### src/inc/clock_divider_control_pkg.sv
// package: register map, field layout, reset values and codes of the clock divider control
package clock_divider_control_pkg;
   // register map (offset of our own choosing)
   localparam logic [11:0] CLOCK_DIVIDER_CONTROL_ADDR = 12'h000;
   localparam int ADDR_W = 12;
   // field positions
   localparam int RECOVER_ON_INTERRUPT_BIT = 15;
   localparam int PERIPHERAL_RATIO_MSB = 14;
   localparam int PERIPHERAL_RATIO_LSB = 12;
   localparam int RATIO_ENABLE_BIT = 11;
   localparam int FAST_RC_POSTSCALE_MSB = 10;
   localparam int FAST_RC_POSTSCALE_LSB = 8;
   // reset values
   localparam logic RECOVER_ON_INTERRUPT_RST = 1'h0;
   localparam logic [2:0] PERIPHERAL_RATIO_RST = 3'h3;
   localparam logic RATIO_ENABLE_RST = 1'h0;
   localparam logic [2:0] FAST_RC_POSTSCALE_RST = 3'h1;
   // oscillator selection codes
   localparam logic [2:0] OSC_FAST_RC_A = 3'h7;
   localparam logic [2:0] OSC_FAST_RC_B = 3'h1;
   localparam logic [2:0] OSC_SLOW_500K = 3'h6;
   // postscaler division exponents for codes 6 and 7; codes 0..5 use the code itself
   localparam logic [3:0] POSTSCALE_SHIFT_6 = 4'h6;
   localparam logic [3:0] POSTSCALE_SHIFT_7 = 4'h8;
   localparam int DIV_W = 8;
   localparam logic [7:0] DIV_ZERO = 8'h00;
   localparam logic [7:0] DIV_ONE = 8'h01;
   localparam logic [31:0] READ_ZERO = 32'h0000_0000;
   localparam logic [7:0] LOW_BYTE_ZERO = 8'h00;
   localparam logic [15:0] UPPER_ZERO = 16'h0000;
endpackage

### src/clock_divider_peripheral_ratio_sel_control.sv
// clock divider control: divider register, peripheral ratio and fast rc postscaler enables

// Notes on behaviour
// - with recover-on-interrupt set, an interrupt clears ratio enable, ratio back to 1:1.
// - with recover-on-interrupt clear, interrupts change neither ratio enable nor ratio.
// - ratio field bits 14..12 selects processor-to-peripheral ratio 1:2^n, up to 1:128.
// - ratio field applies only while ratio enable bit 11 is set, else 1:1.
// - oscillator 111 or 001: fast rc divided by 1,2,4,8,16,32,64,256.
// - oscillator 110: the same divide ratios applied to the 500 kHz source.
// - postscaler field resets to 001, dividing the fast rc clock by two.
// - low byte of the divider register has no storage and reads zero.
module clock_divider_peripheral_ratio_sel_control (
   input wire logic pclk,
   input wire logic presetn,
   input wire logic psel,
   input wire logic penable,
   input wire logic pwrite,
   input wire logic [31:0] paddr,
   input wire logic [31:0] pwdata,
   input wire logic [3:0] pstrb,
   output logic [31:0] prdata,
   output logic pready,
   output logic pslverr,
   input wire logic irq_event,
   input wire logic [2:0] current_osc_sel,
   input wire logic fast_rc_clk_in,
   input wire logic slow_500k_clk_in,
   output logic periph_clk_en,
   output logic [2:0] periph_ratio_active,
   output logic sys_clk_en,
   output logic postscale_active
);

   // ****************************************************************
   // bus decode
   // ****************************************************************

   // fields sit in byte lane 1; lane 0 is unimplemented
   wire logic hit;
   wire logic wr_access;
   wire logic rd_access;
   wire logic lane1_wr;
   assign hit = paddr[clock_divider_control_pkg::ADDR_W-1:0] == clock_divider_control_pkg::CLOCK_DIVIDER_CONTROL_ADDR
                && paddr[31:clock_divider_control_pkg::ADDR_W] == '0;
   assign wr_access = psel && !penable && pwrite && hit;
   assign rd_access = psel && !penable && !pwrite;
   assign lane1_wr = wr_access && pstrb[1];

   // ****************************************************************
   // divider register
   // ****************************************************************

   logic recover_on_interrupt_reg;
   logic [2:0] peripheral_ratio_sel_reg;
   logic ratio_enable_reg;
   logic [2:0] fast_rc_postscale_reg;
   logic ratio_enable_next;

   // hardware clear beats a write landing in the same cycle, so a late interrupt is never lost
   assign ratio_enable_next = (recover_on_interrupt_reg && irq_event) ? 1'b0 :
                              lane1_wr ? pwdata[clock_divider_control_pkg::RATIO_ENABLE_BIT] :
                              ratio_enable_reg;

   // writes take effect in setup so the access phase answers at once
   always_ff @(posedge pclk or negedge presetn) begin
      if (!presetn) begin
         recover_on_interrupt_reg <= clock_divider_control_pkg::RECOVER_ON_INTERRUPT_RST;
         peripheral_ratio_sel_reg <= clock_divider_control_pkg::PERIPHERAL_RATIO_RST;
         ratio_enable_reg <= clock_divider_control_pkg::RATIO_ENABLE_RST;
         fast_rc_postscale_reg <= clock_divider_control_pkg::FAST_RC_POSTSCALE_RST;
      end else begin
         ratio_enable_reg <= ratio_enable_next;
         if (lane1_wr) begin
            recover_on_interrupt_reg <= pwdata[clock_divider_control_pkg::RECOVER_ON_INTERRUPT_BIT];
            peripheral_ratio_sel_reg <= pwdata[clock_divider_control_pkg::PERIPHERAL_RATIO_MSB:clock_divider_control_pkg::PERIPHERAL_RATIO_LSB];
            fast_rc_postscale_reg <= pwdata[clock_divider_control_pkg::FAST_RC_POSTSCALE_MSB:clock_divider_control_pkg::FAST_RC_POSTSCALE_LSB];
         end
      end
   end

   // ****************************************************************
   // read path and bus answer
   // ****************************************************************

   wire logic [15:0] reg_image;
   assign reg_image = {recover_on_interrupt_reg, peripheral_ratio_sel_reg, ratio_enable_reg,
                       fast_rc_postscale_reg, clock_divider_control_pkg::LOW_BYTE_ZERO};

   // answer in the access phase: one wait-free cycle, error on unmapped address
   always_ff @(posedge pclk or negedge presetn) begin
      if (!presetn) begin
         prdata <= clock_divider_control_pkg::READ_ZERO;
         pready <= 1'b0;
         pslverr <= 1'b0;
      end else begin
         prdata <= (rd_access && hit) ? {clock_divider_control_pkg::UPPER_ZERO, reg_image} : clock_divider_control_pkg::READ_ZERO;
         pready <= psel && !penable;
         pslverr <= psel && !penable && !hit;
      end
   end

   // ****************************************************************
   // ratio decode
   // ****************************************************************

   // shift amount of 2^n for a postscale code; code 6 gives 6, code 7 gives 8
   function automatic logic [3:0] postscale_shift(input logic [2:0] code);
      postscale_shift = (code == 3'h7) ? clock_divider_control_pkg::POSTSCALE_SHIFT_7 :
                        (code == 3'h6) ? clock_divider_control_pkg::POSTSCALE_SHIFT_6 : {1'b0, code};
   endfunction

   wire logic [2:0] ratio_eff;
   assign ratio_eff = ratio_enable_reg ? peripheral_ratio_sel_reg : 3'h0;

   // peripheral clock enable: one pulse every 2^n system cycles
   logic [7:0] periph_cnt_reg;
   wire logic [7:0] periph_top;
   wire logic periph_wrap;
   assign periph_top = 8'((9'h001 << ratio_eff) - 9'h001);
   assign periph_wrap = periph_cnt_reg >= periph_top;

   always_ff @(posedge pclk or negedge presetn) begin
      if (!presetn) begin
         periph_cnt_reg <= clock_divider_control_pkg::DIV_ZERO;
         periph_clk_en <= 1'b0;
         periph_ratio_active <= 3'h0;
      end else begin
         periph_cnt_reg <= periph_wrap ? clock_divider_control_pkg::DIV_ZERO : periph_cnt_reg + clock_divider_control_pkg::DIV_ONE;
         periph_clk_en <= periph_wrap;
         periph_ratio_active <= ratio_eff;
      end
   end

   // ****************************************************************
   // fast rc postscaler
   // ****************************************************************

   // source edges are taken as synchronous; edge detect on the chosen source
   wire logic osc_fast;
   wire logic osc_slow;
   wire logic post_apply;
   wire logic src_level;
   logic src_d_reg;
   logic [7:0] post_cnt_reg;
   wire logic [7:0] post_top;
   wire logic src_edge;
   assign osc_fast = current_osc_sel == clock_divider_control_pkg::OSC_FAST_RC_A
                     || current_osc_sel == clock_divider_control_pkg::OSC_FAST_RC_B;
   assign osc_slow = current_osc_sel == clock_divider_control_pkg::OSC_SLOW_500K;
   assign post_apply = osc_fast || osc_slow;
   assign src_level = osc_slow ? slow_500k_clk_in : fast_rc_clk_in;
   assign src_edge = src_level && !src_d_reg;
   assign post_top = 8'((9'h001 << postscale_shift(fast_rc_postscale_reg)) - 9'h001);

   // limitation: undivided source must be slower than pclk/2 for its edges to be counted
   always_ff @(posedge pclk or negedge presetn) begin
      if (!presetn) begin
         src_d_reg <= 1'b0;
         post_cnt_reg <= clock_divider_control_pkg::DIV_ZERO;
         sys_clk_en <= 1'b0;
         postscale_active <= 1'b0;
      end else begin
         src_d_reg <= src_level;
         if (!post_apply) begin
            post_cnt_reg <= clock_divider_control_pkg::DIV_ZERO;
            sys_clk_en <= src_edge;
         end else if (src_edge) begin
            post_cnt_reg <= (post_cnt_reg >= post_top) ? clock_divider_control_pkg::DIV_ZERO : post_cnt_reg + clock_divider_control_pkg::DIV_ONE;
            sys_clk_en <= post_cnt_reg >= post_top;
         end else begin
            sys_clk_en <= 1'b0;
         end
         postscale_active <= post_apply;
      end
   end

endmodule

### config.mk
export PLATFORM = sky130hd
export DESIGN_NAME = clock_divider_peripheral_ratio_sel_control
export DESIGN_NICKNAME = d
export VERILOG_FILES = /design/src/inc/clock_divider_control_pkg.sv /design/src/clock_divider_peripheral_ratio_sel_control.sv
export SDC_FILE = /design/constraint.sdc
export NUM_CORES = 1
export LEC_CHECK = 0
export BUFFER_PORTS_ARGS = -buffer_cell sky130_fd_sc_hd__buf_2
export CAP_MARGIN = 20
export CORE_MARGIN = 2
export CORE_UTILIZATION = 23
export CTS_BUF_LIST = sky130_fd_sc_hd__clkbuf_8
export CTS_CLUSTER_DIAMETER = 30
export DETAILED_ROUTE_END_ITERATION = 8
export GPL_ROUTABILITY_DRIVEN = 1
export REMOVE_ABC_BUFFERS = 1
export SYNTH_ARGS = -nofsm -noshare
export SYNTH_HDL_FRONTEND = slang
export SYNTH_SLANG_ARGS = --single-unit
### constraint.sdc
create_clock -name pclk -period 2.2 [get_ports pclk]
set_clock_uncertainty 0.05 [all_clocks]
set_input_delay 0.22 -clock pclk [delete_from_list [all_inputs] [get_ports pclk]]
set_output_delay 0.22 -clock pclk [all_outputs]
set_load 0.01 [all_outputs]
* Word-level counts from Yosys, hierarchy flattened
Index checks and enable logic that the tools add are counted.
** Storage, ports and cells
- Word-level logic and storage cells :: 60
- Register bits :: 49
- Output and inout bits :: 40
** Cells by class
- Shift-type cells :: 2
- Mux-type cells :: 13
- Order comparisons :: 2
- Add/subtract/negate cells :: 4
- Reduce and logical (&&, ||, !) cells :: 19
- Equality and inequality tests :: 6
** Operators with widths (number)
- 8-bit 2-to-1 mux :: 4
- 20-bit zero test :: 1
- 8-bit by 1-bit adder with 8-bit output, second input constant :: 2
- 8-bit >= comparator :: 2
- 16-bit 2-to-1 mux :: 1
- 8-bit by 1-bit subtractor with 8-bit output, second input constant :: 2
- 3-bit == test, second input constant :: 4
- 12-bit zero test :: 1
- 1-bit logical AND :: 10
- 1-bit by 3-bit << shifter with 8-bit output, first input constant :: 1
- 1-bit by 4-bit << shifter with 8-bit output, first input constant :: 1
- 3-bit 2-to-1 mux :: 2
- 1-bit 2-to-1 mux :: 5
- 1-bit zero test :: 4
- 4-bit 2-to-1 mux :: 1
- 3-bit by 1-bit == test with 1-bit output, second input constant :: 1
- 1-bit logical OR :: 2
- 2-bit by 1-bit inequality test with 1-bit output, second input constant :: 1
- 2-bit nonzero test :: 1

* Longest topological paths before layout
- Word-level depth :: 9
- Depth in mapped cells :: 12
- Mapped depth without buffers :: 12

* Least setup slack after synthesis
Ideal clock, no wire load.
- Path kind :: register -> register
- Start :: register peripheral_ratio_sel_reg[0]
- End :: register periph_cnt_reg[2]
- Required time :: 2.009 ns
- Path slack :: -0.206 ns
- Period minus slack after synthesis :: 2.406 ns
- Stages on the path, launching flop included :: 12
- Data arrival time :: 2.215 ns
- Cell sequence :: dfstp_2 and2_1 nand2_1 ha_1 nor2_1 nand2_1 nand2_1 a32oi_1 ha_1 nand4_1 o31ai_2 nor2_1
** Between the ends
- Cells in the longest elaborated chain, start to end :: 5
** Ends and longest elaborated chain
- from (decl) :: line clock_divider_peripheral_ratio_sel_control.sv:54 : logic [2:0] peripheral_ratio_sel_reg;
- from (signal assigned) :: line clock_divider_peripheral_ratio_sel_control.sv:68 : peripheral_ratio_sel_reg <= clock_divider_control_pkg::PERIPHERAL_RATIO_RST;
- from (signal assigned) :: line clock_divider_peripheral_ratio_sel_control.sv:75 : peripheral_ratio_sel_reg <= pwdata[clock_divider_control_pkg::PERIPHERAL_RATIO_MSB:clock_divider_control_pkg:: ...
- 3-bit 2-to-1 mux :: line clock_divider_peripheral_ratio_sel_control.sv:113 : assign ratio_eff = ratio_enable_reg ? peripheral_ratio_sel_reg : 3'h0;
- net ratio_eff[0] :: line clock_divider_peripheral_ratio_sel_control.sv:112 : wire logic [2:0] ratio_eff;
- 1-bit by 3-bit << shifter with 8-bit output :: line clock_divider_peripheral_ratio_sel_control.sv:119 : assign periph_top = 8'((9'h001 << ratio_eff) - 9'h001);
- 8-bit by 1-bit subtractor with 8-bit output :: line clock_divider_peripheral_ratio_sel_control.sv:119
- 8-bit >= comparator :: line clock_divider_peripheral_ratio_sel_control.sv:120 : assign periph_wrap = periph_cnt_reg >= periph_top;
- net periph_wrap :: line clock_divider_peripheral_ratio_sel_control.sv:118 : wire logic periph_wrap;
- 8-bit 2-to-1 mux :: line clock_divider_peripheral_ratio_sel_control.sv:128 : periph_cnt_reg <= periph_wrap ? clock_divider_control_pkg::DIV_ZERO : periph_cnt_reg + clock_divider_control_p ...
- to (signal assigned) :: line clock_divider_peripheral_ratio_sel_control.sv:124 : periph_cnt_reg <= clock_divider_control_pkg::DIV_ZERO;
- to (signal assigned) :: line clock_divider_peripheral_ratio_sel_control.sv:128
- to (decl) :: line clock_divider_peripheral_ratio_sel_control.sv:116 : logic [7:0] periph_cnt_reg;
The timed path passes the listed nets, and every way through them passes these cells.
A chain may end at the register's enable or synchronous reset.

* Worst setup path after layout
- Start :: register peripheral_ratio_sel_reg[1]
- End :: register periph_cnt_reg[6]
** Between the ends
- Cells in the longest elaborated chain, start to end :: 5
** Ends and longest elaborated chain (line)
- 3-bit 2-to-1 mux :: clock_divider_peripheral_ratio_sel_control.sv:113
- 1-bit by 3-bit << shifter with 8-bit output :: clock_divider_peripheral_ratio_sel_control.sv:119
- 8-bit by 1-bit subtractor with 8-bit output :: clock_divider_peripheral_ratio_sel_control.sv:119
- 8-bit >= comparator :: clock_divider_peripheral_ratio_sel_control.sv:120
- net periph_wrap :: clock_divider_peripheral_ratio_sel_control.sv:118
- 8-bit 2-to-1 mux :: clock_divider_peripheral_ratio_sel_control.sv:128
The timed path passes the listed nets, and every way through them passes these cells.

==> qor.yml <==
synthesis:
  ys_seq_area_frac: 0.434
  ys.flop_type: "dfrtp_1"
  postSynthCellCount: 229
  synth_edf_count: 0
  async_flop_share: 1.00
  synth_area_per_cell_sq_um: 10.4
  ys_seq_elements: 41
  yosysUniqueCellTypes: 41
  syn-cell-area_sq_um: 2370
  synth_warnings: 0
setup_path:
  crit_end: "periph_cnt_reg[6]"
  crit_arrival_ns: 2.56
  r2r.worst_path.cells: 12
  worstReg2RegEnd: "periph_cnt_reg[6]"
  r2r_slack_ns: -0.17
  crit_type: "flop to flop"
  path_max_fanout: 5
  endpoint_kind: "flop"
  rr_startpoint: "peripheral_ratio_sel_reg[1]"
  cp.required_ns: 2.39
  crit_start: "peripheral_ratio_sel_reg[1]"
  start_kind: "flop"
power_and_ir_drop:
  power.total_w: 0.00198
  vdd_drop_max_uv: 215
  powerDensity_nw_per_um2: 613
  p_leak_nw: 1.64
cells_and_area:
  num-fill-cells: 1053
  regArea_sq_um: 1030
  multiInputGateArea_sq_um: 1350
  drive_above_1_share: 0.416
  layout.cells.most_common: "buf_2"
  final_nets: 419
  antenna_cells: 0
  syn2layout_area_growth_pct: 36.3
  fin_cells: 458
  final_area_sq_um: 3240
  mostFrequentLayoutCells: "buf_2 (67), dfrtp_1 (38), conb_1 (25), buf_4 (16), ha_1 (15)"
sta:
  drv_slew: 0
  finalSetupViolCount: 16
  hold_viol: 0
  period_minus_slack_ns: 2.37
  min_period_over_period: 1.08
  worst_pin_slew_ns: 1.16
  slew_headroom: 0.220
  rsz0062_at_grt: "yes"
  fmax_ghz: 0.422
  layout_setup_ws_ns: -0.171
route:
  antenna_left: 0
  vias: 1931
  wire_per_inst_um: 12.1
  drc: 0
  finalWirelength_um: 5520
  vias_per_cell: 4.22
  drt_pass1_iterations: 4
  initialDrtViolationCount: 51
clocking:
  cts_max_level: 2
  cts.sinks: 41
  cts_tree: "done"
  root_buffer: "clkbuf_8"
  cts-buffers-inserted: 5
  worstSkewPairLatency_ns: 0.30
  clock_path_buffers: 2
  clkTransAtPathRegs_ns: 0.08
floorplanning:
  io_pins: 119
  rows: 37
  coreArea_sq_um: 10200
  die_h_um: 106
  dieWidth_um: 106
  dieArea_sq_um: 11200
  start_util: 0.233
place:
  dp_hpwl_um: 4100
  place_inst: 444
  gp_congestion: 0.817
  dpl_cell_area_sq_um: 2910
  port_buffers: 67
grt:
  grt_pass1_wl_um: 8700
  grt_overflow: 0
  antenna_found_initial: 0
  grt_pass1_vias: 1865
  grt_max_degree: 23
  grt.total_usage: 0.0964
run:
  cap_violations: 0
hold_path:
  worstHoldStart: "penable"
  hold_path_class: "input port to flop"
run_status:
  status: "finished, violations left"
  violations: "negative setup slack"
[worst max-delay path, cell delays in order (launching register included)]
cell and delay [ns]:
dfstp_2 0.56, o31a_1 0.17, ha_2 0.20, nor2_1 0.04
nand2_1 0.05, nand2_1 0.05, a32oi_1 0.21, ha_1 0.28
a21o_1 0.17, a21oi_2 0.18, o31ai_4 0.11, buf_6 0.15
nor2_4 0.08
[logic make-up after synthesis]
family / synth area share
mux: 0.0511
other cells: 0.00316
flops: 0.434
fa+ha+maj: 0.100
simple gates: 0.194
buf+inv: 0.0890
compound gates: 0.103
xor+xnor: 0.0258
[synth_stat cells, types with 2 or more instances]
master | n | area share
nand2_1 | 13 | 0.021
and3_1 | 6 | 0.016
mux2_2 | 9 | 0.043
o31ai_2 | 2 | 0.011
ha_1 | 19 | 0.10
nand4_1 | 5 | 0.013
buf_4 | 24 | 0.076
a22o_1 | 6 | 0.022
inv_1 | 5 | 0.0079
nor4_1 | 8 | 0.021
nor3b_1 | 2 | 0.0063
clkbuf_1 | 2 | 0.0032
nand3_1 | 8 | 0.017
a21oi_1 | 2 | 0.0042
xor2_1 | 5 | 0.018
o21ai_0 | 11 | 0.023
dfrtp_1 | 38 | 0.40
o21a_1 | 3 | 0.0095
dfstp_2 | 3 | 0.033
mux2i_1 | 2 | 0.0084
nor2b_1 | 7 | 0.018
nor2_1 | 16 | 0.025
and2_1 | 10 | 0.026
a21o_1 | 3 | 0.0095
conb_1 | 2 | 0.0032
and3b_1 | 2 | 0.0074
xnor2_1 | 2 | 0.0074
[routing by layer]
layer / part of all wire / track usage / wire [um] / up-vias
met4: 0.013 / 0.0348 / 74 / 0
met2: 0.50 / 0.167 / 2780 / 76
li1: - / - / - / 952
met3: 0.056 / 0.0173 / 311 / 6
met5: 0 / 0 / 0 / -
met1: 0.43 / 0.120 / 2350 / 897
[worst min-delay path by stage]
stage | end | slack, ns | cells past startpoint
after floorplan | fast_rc_postscale_reg[1] | -0.13 | 0
after global placement | periph_ratio_active[2] | 0.19 | 1
after detailed placement | periph_ratio_active[1] | 0.19 | 1
after CTS | pready | 0.06 | 2
after global routing | pready | 0.08 | 2
final | pready | 0.07 | 2
[layout make-up]
| cell class | count | share of cell area |
|---|---|---|
| inverters | 5 | 0.00580 |
| flip-flops and latches | 41 | 0.318 |
| repair buffers | 89 | 0.164 |
| multi-input cells | 179 | 0.418 |
| clock inverters | 3 | 0.0201 |
| well taps | 136 | 0.0526 |
| clock buffers | 5 | 0.0213 |
[power breakdown]
group	switching, W	leakage, nW	total, W	internal, W
Sequential	0.0000492	0.550	0.000846	0.000797
Clock	0.000280	0.0681	0.000731	0.000451
Combinational	0.000215	1.02	0.000406	0.000191
Total	0.000544	1.64	0.00198	0.00144
[metrics by stage]
step | setup slack, ns | util | TNS [ns] | hold slack [ns]
global placement | -0.329 | 0.285 | -2.83 | 0.188
floorplan | -0.206 | - | -2.40 | -0.126
CTS | -0.162 | 0.304 | -1.34 | 0.0632
finish | -0.171 | 0.318 | -1.49 | 0.0674
global route | -0.281 | 0.318 | -2.95 | 0.0776
detailed placement | -0.447 | 0.285 | -3.75 | 0.193
[what timing repair did]
action / 4_1_cts / 5_1_grt
setup endpoints to repair: 14 / 16
hold buffers: 1 / 0
gates resized for setup: 7 / 32
endpoints found under the hold margin: 21 / 0
pin swaps: 11 / 22
cloned: 0 / 0
buffers inserted: 3 / 2
Power figures use the tool's default switching activity.
